`config.mk`:
```
export PLATFORM = sky130hd
export DESIGN_NAME = rsd_top
export DESIGN_NICKNAME = d
export VERILOG_FILES = /design/src/rtl/rsd_pkg.sv /design/src/rtl/rsd_top.sv
export VERILOG_INCLUDE_DIRS = /design/src /design/src/rtl
export SDC_FILE = /design/constraint.sdc
export NUM_CORES = 1
export LEC_CHECK = 0
export ABC_AREA = 1
export BUFFER_PORTS_ARGS = -buffer_cell sky130_fd_sc_hd__buf_2
export CORE_ASPECT_RATIO = 1.2
export CORE_MARGIN = 2
export CORE_UTILIZATION = 59
export DETAILED_ROUTE_END_ITERATION = 6
export GPL_TIMING_DRIVEN = 0
export PLACE_DENSITY = 0.9
export SLEW_MARGIN = 40
export SYNTH_ARGS = -nofsm -noshare
export SYNTH_HDL_FRONTEND = slang
export SYNTH_SLANG_ARGS = --single-unit
```
`constraint.sdc`:
```
create_clock -name aclk -period 4.5 [get_ports aclk]
set_input_delay 0.225 -clock aclk [delete_from_list [all_inputs] [get_ports aclk]]
set_output_delay 0.225 -clock aclk [all_outputs]
set_load 0.02 [all_outputs]
```
`src/rtl/rsd_consts.svh`:
```
/*
 Constants of the repeater status display and host nibble port.
 Assumes a 100 MHz aclk; included by the top module and the testbench.
*/
// Summary of operation
// - Display update drives slot address on bus bits 7:5.
// - Slot 0 shows any collision, any reception, lockout, any isolated.
// - Slots 1-7 show link, collision, reception, isolation per port.
// - Polarity on bit 4 and link on bit 0 only for ports 2-7.
// - Polarity bit is meaningful only with the internal transceiver.
// - Pulse the latch strobe once per presented slot.
// - Pulse the packet freeze strobe high at each packet end.
// - Freeze display until next packet starts or 30 ms pass.
// - Nibble bus: 4-bit address and 4-bit data on shared pins.
// - During display updates the device drives address and data lines.
// - 8-bit registers, accessed by nibble, bit 7 picks upper or lower; writes act only with bit 7 low and set upper nibble bit 0.
// - Finish current slot, then assert buffer enable low.
// - On write the device turns its data drivers off.
// - Configuration load picks one of four external transceiver groupings.
// - Port 1 always uses the attachment unit interface.
// - Link check off bit stops link pulses and link fail.
// - Internal transceivers detect and correct receive polarity.
// - Polarity correction disabled when configuration selects it.
// - After load rises, one second LED test, no repetition.
`ifndef RSD_CONSTS_SVH
`define RSD_CONSTS_SVH
`define RSD_CLK_HZ 100000000
`define RSD_FREEZE_MS 30
`define RSD_TEST_S 1
`define RSD_ADDR_CTRL 4'h0
`define RSD_ADDR_STAT 4'h4
`define RSD_EXT_ALL 7'h7E
`define RSD_EXT_23 7'h06
`define RSD_EXT_25 7'h1E
`define RSD_EXT_NONE 7'h00
`define RSD_RESP_OK 2'h0
`define RSD_RESP_ERR 2'h2
`endif

```
`src/rtl/rsd_pkg.sv`:
```
/*
 Types of the repeater status display block.
 Assumes rsd_consts.svh is on the include path.
*/
package rsd_pkg;
   typedef enum logic [2:0] {
      ST_SHOW, ST_STROBE, ST_NEXT, ST_ACCESS
   } rsd_state_t;
   typedef struct packed {
      logic [2:0] slot;
      logic [4:0] bits;
   } rsd_word_t;
   typedef struct packed {
      logic [6:0] col;
      logic [6:0] rx;
      logic [6:0] iso;
      logic [6:0] link;
      logic [6:0] pol;
   } rsd_port_t;
endpackage

```
`src/rtl/rsd_top.sv`:
```
/*
 Status display, nibble host port and port option logic of a repeater.
 Assumes port status from same-clock logic; pins are synchronised here.
*/
`timescale 1ns/100ps
`default_nettype none
`include "rsd_consts.svh"
module rsd_top
   import rsd_pkg::*;
#(
   parameter int FREEZE_CYC = `RSD_FREEZE_MS * (`RSD_CLK_HZ / 1000),
   parameter int TEST_CYC = `RSD_TEST_S * `RSD_CLK_HZ
)(
   input wire logic aclk,
   input wire logic aresetn,
   input wire logic [3:0] s_awaddr,
   input wire logic s_awvalid,
   output logic s_awready,
   input wire logic [31:0] s_wdata,
   input wire logic [3:0] s_wstrb,
   input wire logic s_wvalid,
   output logic s_wready,
   output logic [1:0] s_bresp,
   output logic s_bvalid,
   input wire logic s_bready,
   input wire logic [3:0] s_araddr,
   input wire logic s_arvalid,
   output logic s_arready,
   output logic [31:0] s_rdata,
   output logic [1:0] s_rresp,
   output logic s_rvalid,
   input wire logic s_rready,
   input wire logic config_load_n,
   input wire logic [1:0] ext_xcvr_select,
   input wire logic pol_fix_off,
   input wire logic rd_n,
   input wire logic wr_n,
   input wire logic [7:0] d_i,
   output logic [7:0] d_o,
   output logic [7:0] d_oe,
   output logic bus_buffer_enable_n,
   output logic display_latch_pulse,
   output logic packet_freeze_pulse,
   input wire rsd_port_t port_st,
   input wire logic babble_lockout_flag,
   input wire logic pkt_end,
   input wire logic pkt_start,
   output logic [6:0] port_ext_xcvr,
   output logic [6:0] link_pulse_en,
   output logic [6:0] pol_fix_en,
   output logic repeat_inhibit
);
   ////////////////////////////////////////////////////////////////////
   // Pin synchronisers
   logic [1:0] ld_s, rd_s, wr_s;
   logic [7:0] di_m, di_q;
   logic [2:0] xc_m, xc_q;
   always_ff @(posedge aclk)
   begin
      ld_s <= {ld_s[0], config_load_n};
      rd_s <= {rd_s[0], rd_n};
      wr_s <= {wr_s[0], wr_n};
      di_m <= d_i;
      di_q <= di_m;
      xc_m <= {pol_fix_off, ext_xcvr_select};
      xc_q <= xc_m;
   end
   // Load low holds all but the configuration capture in reset, as the pin is the chip reset
   logic rst, ld_prev_q;
   assign rst = !aresetn || !ld_s[1];
   ////////////////////////////////////////////////////////////////////
   // Configuration capture and LED test
   logic [1:0] xsel_q;
   logic pfo_q;
   logic [31:0] test_cnt_q;
   always_ff @(posedge aclk)
   begin
      if (!aresetn)
      begin
         // Idle level of the load pin, so a plain reset sees no false rise
         ld_prev_q <= 1'b1;
         xsel_q <= 2'h0;
         pfo_q <= 1'b0;
      end
      else
      begin
         ld_prev_q <= ld_s[1];
         if (ld_s[1] && !ld_prev_q)
         begin
            xsel_q <= xc_q[1:0];
            pfo_q <= xc_q[2];
         end
      end
   end
   always_ff @(posedge aclk)
   begin
      if (rst)
      begin
         test_cnt_q <= 32'h0;
         repeat_inhibit <= 1'b1;
      end
      else if (repeat_inhibit)
      begin
         test_cnt_q <= test_cnt_q + 32'h1;
         // Repetition stays blocked for the whole
         if (test_cnt_q == 32'(TEST_CYC - 1))
            repeat_inhibit <= 1'b0;
      end
   end
   ////////////////////////////////////////////////////////////////////
   // Port options
   logic [6:0] ext_mask, lco_q;
   always_comb
   begin
      case (xsel_q)
         2'h0: ext_mask = `RSD_EXT_ALL;
         2'h1: ext_mask = `RSD_EXT_23;
         2'h2: ext_mask = `RSD_EXT_25;
         default: ext_mask = `RSD_EXT_NONE;
      endcase
   end
   always_ff @(posedge aclk)
   begin
      if (rst)
      begin
         port_ext_xcvr <= 7'h00;
         link_pulse_en <= 7'h00;
         pol_fix_en <= 7'h00;
      end
      else
      begin
         // Bit 0 is the AUI port and never has a transceiver
         port_ext_xcvr <= ext_mask;
         link_pulse_en <= ~lco_q & ~ext_mask & 7'h7E;
         pol_fix_en <= pfo_q ? 7'h00 : ~ext_mask & 7'h7E;
      end
   end
   ////////////////////////////////////////////////////////////////////
   // Status gathering; link check off forces link good
   logic [6:0] link_eff;
   logic [4:0] sb [8];
   assign link_eff = (port_st.link | lco_q) & 7'h7E;
   assign sb[0] = {1'b0, |port_st.iso, babble_lockout_flag,
                   |port_st.rx, |port_st.col};
   genvar gi;
   generate
      for (gi = 1; gi < 8; gi++)
      begin : g_slot
         // Port 1 carries neither link nor polarity
         // Polarity reads zero unless the internal transceiver is used
         assign sb[gi] = {port_st.pol[gi-1] & ~ext_mask[gi-1] & (gi > 1),
                          port_st.iso[gi-1], port_st.rx[gi-1],
                          port_st.col[gi-1], link_eff[gi-1] & (gi > 1)};
      end
   endgenerate
   ////////////////////////////////////////////////////////////////////
   // Freeze after packet end
   logic frz_q;
   logic [31:0] frz_cnt_q;
   logic [4:0] snap_q [8];
   always_ff @(posedge aclk)
   begin
      if (rst)
      begin
         frz_q <= 1'b0;
         frz_cnt_q <= 32'h0;
         packet_freeze_pulse <= 1'b0;
      end
      else
      begin
         packet_freeze_pulse <= pkt_end;
         // A new end wins over a start in the same cycle
         if (pkt_end)
         begin
            frz_q <= 1'b1;
            frz_cnt_q <= 32'h0;
         end
         else if (frz_q)
         begin
            frz_cnt_q <= frz_cnt_q + 32'h1;
            if (pkt_start || frz_cnt_q == 32'(FREEZE_CYC - 1))
               frz_q <= 1'b0;
         end
      end
   end
   always_ff @(posedge aclk)
   begin
      for (int i = 0; i < 8; i++)
         if (!frz_q || pkt_end)
            snap_q[i] <= sb[i];
   end
   ////////////////////////////////////////////////////////////////////
   // Display and host access sequencer
   rsd_state_t st_q;
   logic [2:0] slot_q;
   logic acc_req, is_wr_q;
   logic [7:0] wdat_q;
   logic [7:0] nib_lo [8];
   rsd_word_t shown;
   assign acc_req = !rd_s[1] || !wr_s[1];
   assign shown.slot = slot_q;
   assign shown.bits = repeat_inhibit ? 5'h1F : snap_q[slot_q];
   always_ff @(posedge aclk)
   begin
      if (rst)
      begin
         st_q <= ST_SHOW;
         slot_q <= 3'h0;
         is_wr_q <= 1'b0;
         wdat_q <= 8'h00;
         d_o <= 8'h00;
         d_oe <= 8'h00;
         bus_buffer_enable_n <= 1'b1;
         display_latch_pulse <= 1'b0;
      end
      else
      begin
         display_latch_pulse <= 1'b0;
         case (st_q)
            ST_SHOW:
            begin
               d_o <= shown;
               d_oe <= 8'hFF;
               st_q <= ST_STROBE;
            end
            ST_STROBE:
            begin
               display_latch_pulse <= 1'b1;
               st_q <= ST_NEXT;
            end
            ST_NEXT:
            begin
               slot_q <= slot_q + 3'h1;
               // A slot already begun is always completed first
               if (acc_req)
               begin
                  st_q <= ST_ACCESS;
                  is_wr_q <= !wr_s[1];
                  bus_buffer_enable_n <= 1'b0;
                  d_oe <= 8'h00;
               end
               else
                  st_q <= ST_SHOW;
            end
            ST_ACCESS:
            begin
               if (!acc_req)
               begin
                  bus_buffer_enable_n <= 1'b1;
                  st_q <= ST_SHOW;
                  d_oe <= 8'h00;
               end
               else if (is_wr_q)
               begin
                  wdat_q <= di_q;
                  d_oe <= 8'h00;
               end
               else
               begin
                  // Address in on 7:4, nibble out on 3:0
                  d_o <= {4'h0, di_q[7] ? nib_lo[di_q[6:4]][7:4]
                                         : nib_lo[di_q[6:4]][3:0]};
                  d_oe <= 8'h0F;
               end
            end
            default: st_q <= ST_SHOW;
         endcase
      end
   end
   // Register images: upper nibble bit 0 reports link check off
   generate
      for (gi = 0; gi < 8; gi++)
      begin : g_reg
         if (gi == 0)
            assign nib_lo[gi] = {4'h0, sb[0][3:0]};
         else
            assign nib_lo[gi] = {3'h0, lco_q[gi-1], sb[gi][3:0]};
      end
   endgenerate
   logic wr_done;
   assign wr_done = st_q == ST_ACCESS && is_wr_q && !acc_req;
   ////////////////////////////////////////////////////////////////////
   // AXI4-Lite slave
   logic [3:0] rd_addr;
   always_ff @(posedge aclk)
   begin
      if (rst)
      begin
         s_awready <= 1'b0;
         s_wready <= 1'b0;
         s_bvalid <= 1'b0;
         s_bresp <= `RSD_RESP_OK;
         lco_q <= 7'h00;
      end
      else
      begin
         s_awready <= 1'b0;
         s_wready <= 1'b0;
         if (s_bvalid && s_bready)
            s_bvalid <= 1'b0;
         if (s_awvalid && s_wvalid && !s_bvalid && !s_awready)
         begin
            s_awready <= 1'b1;
            s_wready <= 1'b1;
            s_bvalid <= 1'b1;
            s_bresp <= `RSD_RESP_ERR;
            if (s_awaddr == `RSD_ADDR_CTRL)
            begin
               s_bresp <= `RSD_RESP_OK;
               if (s_wstrb[0])
                  lco_q <= s_wdata[6:0];
            end
         end
         else if (wr_done && !wdat_q[7] && wdat_q[6:4] != 3'h0)
            lco_q[wdat_q[6:4] - 3'h1] <= wdat_q[0];
      end
   end
   assign rd_addr = s_araddr;
   always_ff @(posedge aclk)
   begin
      if (rst)
      begin
         s_arready <= 1'b0;
         s_rvalid <= 1'b0;
         s_rdata <= 32'h0;
         s_rresp <= `RSD_RESP_OK;
      end
      else
      begin
         s_arready <= 1'b0;
         if (s_rvalid && s_rready)
            s_rvalid <= 1'b0;
         if (s_arvalid && !s_rvalid && !s_arready)
         begin
            s_arready <= 1'b1;
            s_rvalid <= 1'b1;
            s_rresp <= `RSD_RESP_OK;
            if (rd_addr == `RSD_ADDR_CTRL)
               s_rdata <= {25'h0, lco_q};
            else if (rd_addr == `RSD_ADDR_STAT)
               s_rdata <= {23'h0, pfo_q, xsel_q, repeat_inhibit,
                           frz_q, !bus_buffer_enable_n, slot_q};
            else
            begin
               s_rdata <= 32'h0;
               s_rresp <= `RSD_RESP_ERR;
            end
         end
      end
   end
   ////////////////////////////////////////////////////////////////////
   // Checks
   property p_strobe_slot;
      @(posedge aclk) disable iff (rst)
      display_latch_pulse |-> d_oe == 8'hFF && d_o[7:5] == slot_q;
   endproperty
   a_strobe_slot: assert property (p_strobe_slot)
      else $error("strobe without driven slot");
   property p_strobe_once;
      @(posedge aclk) disable iff (rst)
      display_latch_pulse |=> !display_latch_pulse;
   endproperty
   a_strobe_once: assert property (p_strobe_once)
      else $error("latch strobe longer than one cycle");
   property p_freeze_pulse;
      @(posedge aclk) disable iff (rst)
      pkt_end |=> packet_freeze_pulse && frz_q;
   endproperty
   a_freeze_pulse: assert property (p_freeze_pulse)
      else $error("no freeze strobe after packet end");
   property p_unfreeze;
      @(posedge aclk) disable iff (rst)
      frz_q && pkt_start && !pkt_end |=> !frz_q;
   endproperty
   a_unfreeze: assert property (p_unfreeze)
      else $error("freeze not ended by packet start");
   property p_no_drive_wr;
      @(posedge aclk) disable iff (rst)
      st_q == ST_ACCESS && is_wr_q |-> d_oe == 8'h00;
   endproperty
   a_no_drive_wr: assert property (p_no_drive_wr)
      else $error("drivers on during host write");
   property p_buf_en;
      @(posedge aclk) disable iff (rst)
      st_q == ST_NEXT && acc_req |=> !bus_buffer_enable_n;
   endproperty
   a_buf_en: assert property (p_buf_en)
      else $error("buffer enable not asserted");
   property p_aui;
      @(posedge aclk) disable iff (rst)
      !port_ext_xcvr[0] && !link_pulse_en[0] && !pol_fix_en[0];
   endproperty
   a_aui: assert property (p_aui)
      else $error("port 1 given a transceiver option");
   property p_lco;
      @(posedge aclk) disable iff (rst)
      ##1 lco_q[1] && !$past(rst) |=> !link_pulse_en[1];
   endproperty
   a_lco: assert property (p_lco)
      else $error("link pulses on with check off");
   property p_polfix;
      @(posedge aclk) disable iff (rst)
      pfo_q && $stable(pfo_q) |=> pol_fix_en == 7'h00;
   endproperty
   a_polfix: assert property (p_polfix)
      else $error("polarity fix enabled when disabled");
   property p_test;
      @(posedge aclk) disable iff (rst)
      repeat_inhibit && st_q == ST_SHOW |=> d_o[4:0] == 5'h1F;
   endproperty
   a_test: assert property (p_test)
      else $error("LED test not all on");
   c_write: cover property (@(posedge aclk) disable iff (rst) wr_done);
   c_read: cover property (@(posedge aclk) disable iff (rst)
      st_q == ST_ACCESS && !is_wr_q && d_oe == 8'h0F);
   c_wrap: cover property (@(posedge aclk) disable iff (rst)
      display_latch_pulse && slot_q == 3'h7);
   c_frz: cover property (@(posedge aclk) disable iff (rst)
      frz_q ##1 !frz_q);
endmodule // rsd_top
`default_nettype wire

```
==> Word level (Yosys, flattened, before mapping) <==
Memory sizes are Yosys's and may differ from the RTL's. A register that Yosys moved wholly into a read port is not among the register bits.
Index checks and enable logic that the tools add are counted.
W data, S select, Z words.
{ "op_classes": {"n_addsub": 4, "n_mul": 0, "div_mod_pow": 0, "magnitude_cmp": 3, "eq_ne": 14, "n_shift": 0, "mux": 47, "n_bitwise": 17, "reduce_logical": 52} }
{ "op_table": {"columns": ["op", "n"], "rows": [
  ["$add A32 B1 Y32 const B", 2],
  ["$mux W8", 5],
  ["$eq A32 B22 Y1 const B", 1],
  ["$eq A32 B27 Y1 const B", 1],
  ["$mux W7", 4],
  ["$bmux W8 S3", 1],
  ["$pmux W8 S3", 1],
  ["$pmux W7 S3", 1],
  ["$reduce_or A7 Y1", 3],
  ["$mux W9", 2],
  ["$mux W1", 17],
  ["$pmux W8 S2", 1],
  ["$not A7 Y7", 2],
  ["$logic_and A1 B1 Y1", 13],
  ["$logic_not A1 Y1", 13],
  ["$mux W4", 3],
  ["$pmux W3 S4", 1],
  ["$reduce_and A3 Y1", 4],
  ["$ne A2 B2 Y1 const B", 5],
  ["$reduce_bool A2 Y1", 5],
  ["$mux W3", 3],
  ["$logic_not A4 Y1", 2],
  ["$mux W2", 4],
  ["$and A7 B7 Y7", 1],
  ["other kinds (25)", 42]
]} }
{ "totals": {"reg_bits": 200, "latch_bits": 0, "mem_bits_rw": 40, "mem_bits_ro": 0, "in_bits": 103, "out_inout_bits": 82, "word_cells": 174, "n_memories": 1} }
{ "memory_table": {"columns": ["name", "words", "width", "read_ports", "rd_ports_with_merged_regs", "write_ports", "line", "source"], "rows": [
  ["snap_q", 8, 5, 1, 1, 8, "rsd_top.sv:160", "logic [4:0] snap_q [8];"]
]} }

==> Logic depth before layout (Yosys ltp) <==
{ "depth": {"word_depth": 8, "ltp_mapped": 11, "ltp_nobuf": 10} }

==> Worst setup path before layout <==
No wires, ideal clock.
{ "synth_path": {"path_type": "register to register", "startpoint": "register frz_q", "endpoint": "memory snap_q[0][0] (enable)", "setup_ns": 0.395, "t_arrival_ns": 1.267, "required_ns": 4.105, "slack_ns": 2.838, "stages_incl_launch_ff": 3, "n_path_buf": 1, "period_less_slack_ns": 1.662, "cell_sequence": "dfxtp_1 buf_2 nand2_1"} }
{ "synth_rtl": {"columns": ["item", "line", "source"], "rows": [
  ["from (decl)", "rsd_top.sv:158", "logic frz_q;"],
  ["from (signal assigned)", "rsd_top.sv:165", "frz_q <= 1'b0;"],
  ["from (signal assigned)", "rsd_top.sv:175", "frz_q <= 1'b1;"],
  ["from (signal assigned)", "rsd_top.sv:182", "frz_q <= 1'b0;"],
  ["to (decl)", "rsd_top.sv:160", null]
]} }

==> Final worst setup path <==
{ "layout_path": {"startpoint": "input port aresetn", "endpoint": "register test_cnt_q[23]"} }
{ "layout_between": {"elab_chain_cells": 2} }
{ "layout_rtl": {"columns": ["item", "line", "source"], "rows": [
  ["from (decl)", "rsd_top.sv:15", "input wire logic aresetn,"],
  ["$logic_not A1 Y1", null, null],
  ["$logic_or A1 B1 Y1", "rsd_top.sv:70", "assign rst = !aresetn || !ld_s[1];"],
  ["to (signal assigned)", "rsd_top.sv:104", "test_cnt_q <= test_cnt_q + 32'h1;"],
  ["to (decl)", "rsd_top.sv:75", "logic [31:0] test_cnt_q;"]
]} }
No other way between the ends.
A chain may end at the register's enable or synchronous reset.

==> out/metrics.cfg <==
[layout]
fin_cells=1583
nets=1473
area.growth.synth_to_final_pct=21.68
drive_gt1_share_pct=18.51

[synthesis]
yosysMostFrequentCell=nand2_1
ys_seq_area_share_pct=46.94
ys_warn_count=0
syn-cell-area_mm2=0.008892
synth_top_cell_area_share_pct=34.44
yosysTopAreaCell=dfxtp_1
synth_cell_types=45
synth.area.top_cells=dfxtp_1, edfxtp_1, nand2_1
synth_edf_count=37
async_reset_ff_share_pct=0
syn_avg_cell_area_um2=7.659
synthFlopType=dfxtp_1
synthCells=1161
ys_seq_elements=190
synth_common_cells=nand2_1, dfxtp_1, inv_1, nor2_1, nand3_1

[sta]
max_slew_margin_pct=50.91
period_share_pct=48.59
hold_viol=0
fin_skew_ns=0.01170
worst_pin_slew_ns=0.7364
finalMaxSlewViolations=0
fin_crit_ns=2.187
setup-tns-final_ns=0
setup_slack_ns=2.314
fmax_ghz=0.4574
rsz0062_at_grt=no
setup_viol=0

[floorplan]
coreArea_mm2=0.01484
initial_utilization_pct=59.93
num_io_pins=185
dieHeight_um=138.5
dieArea_mm2=0.01607
fp-row-count=49
fp.dieW_um=116.1

[worst_setup_path]
reg2reg_slack_ns=2.52
critPathRequiredTime_ns=4.80
path_max_fanout=10
reg2reg_depth=4
regToRegEndpoint=test_cnt_q[23]
cpLargestDelayFamily=buffers and inverters
r2r_start=ld_s[1]
crit_chain=dlygate4sd3_1 > buf_2 > nand2_1 > clkbuf_1 > buf_1 > nor2_1
crit_buf_inv=4
end_kind=register
slowest_stage=buf_1
start_kind=input port
slowest_delay_ns=0.59
critPathKind=input port to register
worstPathArrival_ns=2.49

[hold_path]
min_from=s_bready
whs_endpoint=s_bvalid
whs_path_depth=4
min-delay-path-class=input port to register

[detailed_routing]
drtIter0Drc=1031
routed_via_density=5.652
dr_total_vias=8947
ant_nets=0
dr.pass1.iters=7
wl_per_cell_um=16.47
post-route-drc-count=2
drt_wl_total_um=26080

[global_routing]
grt_start_max_net_pins=21
globalRouteOverflowTotal=0
track_usage_pct=32.48
grt_antenna_before_repair=1
grt_pass1_vias=8536
grt_pass1_wl_um=40630

[clock_tree]
clk-insertion-delay-late_ns=0.45
cts_resized=0
cts_tree=yes
path_clk_slew_ns=0.07
htreeDepth=4
cts-root-buf=clkbuf_16
clock_path_buffers=2
cts_inserted_buffers=17
cts_sinks=190

[placement]
place_ws_ns=2.521
port_buffers=123
place_hpwl_um=18010
placed_cells=1516
place_congestion=1.033

[power_and_ir_drop]
powerDensity_mw_per_mm2=331.7
leakage_nw=4.641
ir_worst_vdd_uv=288.9

[outcome]
status=finished with violations
violations=DRC

[flow_run]
drv_cap=0

-- power breakdown --
part / internal (W) / leakage (nW) / switching, W / total (W)
clock network: 0.000768 / 0.283 / 0.000709 / 0.00148
registers: 0.00178 / 1.63 / 0.0000257 / 0.00181
logic: 0.000116 / 2.72 / 0.000189 / 0.000305
total: 0.00267 / 4.64 / 0.000924 / 0.00359
-- cells by family after synthesis --
family	count (synthesis)	share of synthesized area, %
AO/OA/AOI/OAI	176	10.82
XOR/XNOR	16	1.660
adder cells (fa/ha/maj)	5	0.7035
buffers and inverters	217	11.03
flip-flops	190	46.94
other	1	0.04217
AND/OR/NAND/NOR	556	28.80
-- sequential cells by signal (all words and copies together) (netlist names), 6 cells and up, named ones only --
| signal | cells |
|---|---|
| s_rdata | 9 |
| d_o | 8 |
| snap_q | 37 |
| lco_q | 7 |
| link_pulse_en | 6 |
| frz_cnt_q | 32 |
| test_cnt_q | 32 |
-- worst register-to-register path, delay by kind of cell, from the launching register on --
kind	cells	cell delay, ns
flip-flops	1	0.31
buffers and inverters	2	1.15
AND/OR/NAND/NOR	2	0.37
-- metrics by stage --
step           total power [W]  utilization (%)  cell area, um2  hold slack, ns
2_1_floorplan         0.002006                -            8994          0.2527
3_3_place_gp          0.002100            66.49            9864          0.3106
3_5_place_dp          0.002109            66.69            9894          0.3121
4_1_cts               0.003574            72.91           10820         0.01525
5_1_grt               0.003691            72.91           10820         0.03038
6_report              0.003589            72.93           10820         0.02110
-- final cells by class --
type / count / area, um2
Clock buffer: 19 / 457.9
Clock inverter: 13 / 125.1
Buffer: 65 / 410.4
Tap cell: 204 / 255.2
Multi-Input combinational cell: 781 / 3841
Sequential cell: 190 / 4174
Inverter: 152 / 570.5
Fill cell: 1102 / 4016
Antenna cell: 1 / 2.502
Timing Repair Buffer: 158 / 983.4
-- layer usage --
metal	wire length (um)	vias up	share of wire, %	track usage [%]
met3	2483	114	9.5	7.102
met1	9312	4055	36	36.66
met2	12870	598	49	54.60
met4	1414	0	5.4	20.93
li1	-	4180	-	-
met5	0	-	0	0
-- cells in the final DEF, fill, tap and decap left out, drive strengths merged, types with 2 or more instances in the layout --
cell type	netlist	routed
o21bai	7	7
nand2	230	230
nor3b	4	4
o21ai	69	69
xnor2	5	5
o21a	2	2
clkbuf	11	30
inv	149	155
ha	5	5
a31oi	3	3
conb	1	28
o221ai	2	2
nor2	127	127
or2	5	5
buf	54	178
clkinvlp	0	2
xor2	11	11
clkinv	3	8
o22ai	5	5
a211oi	2	2
edfxtp	37	37
nor3	64	64
dlygate4sd3	0	34
nand3	83	83
nor4	13	13
dfxtp	153	153
a22oi	5	5
nand4	27	27
a21oi	78	78
-- worst max path at each step --
stage | start | endpoint | cells past startpoint
after CTS | aresetn | test_cnt_q[23] | 6
after global placement | frz_q | snap_q[5][4] | 2
after floorplan | frz_q | snap_q[0][0] | 2
final | aresetn | test_cnt_q[23] | 6
after global routing | aresetn | test_cnt_q[29] | 6
after detailed placement | aresetn | test_cnt_q[23] | 5
-- what timing repair did --
| action | in CTS | in global routing |
|---|---|---|
| setup buffers | 0 | 0 |
| hold endpoints to repair | 34 | 0 |
| hold buffers | 34 | 0 |
Power figures use the tool's default switching activity.
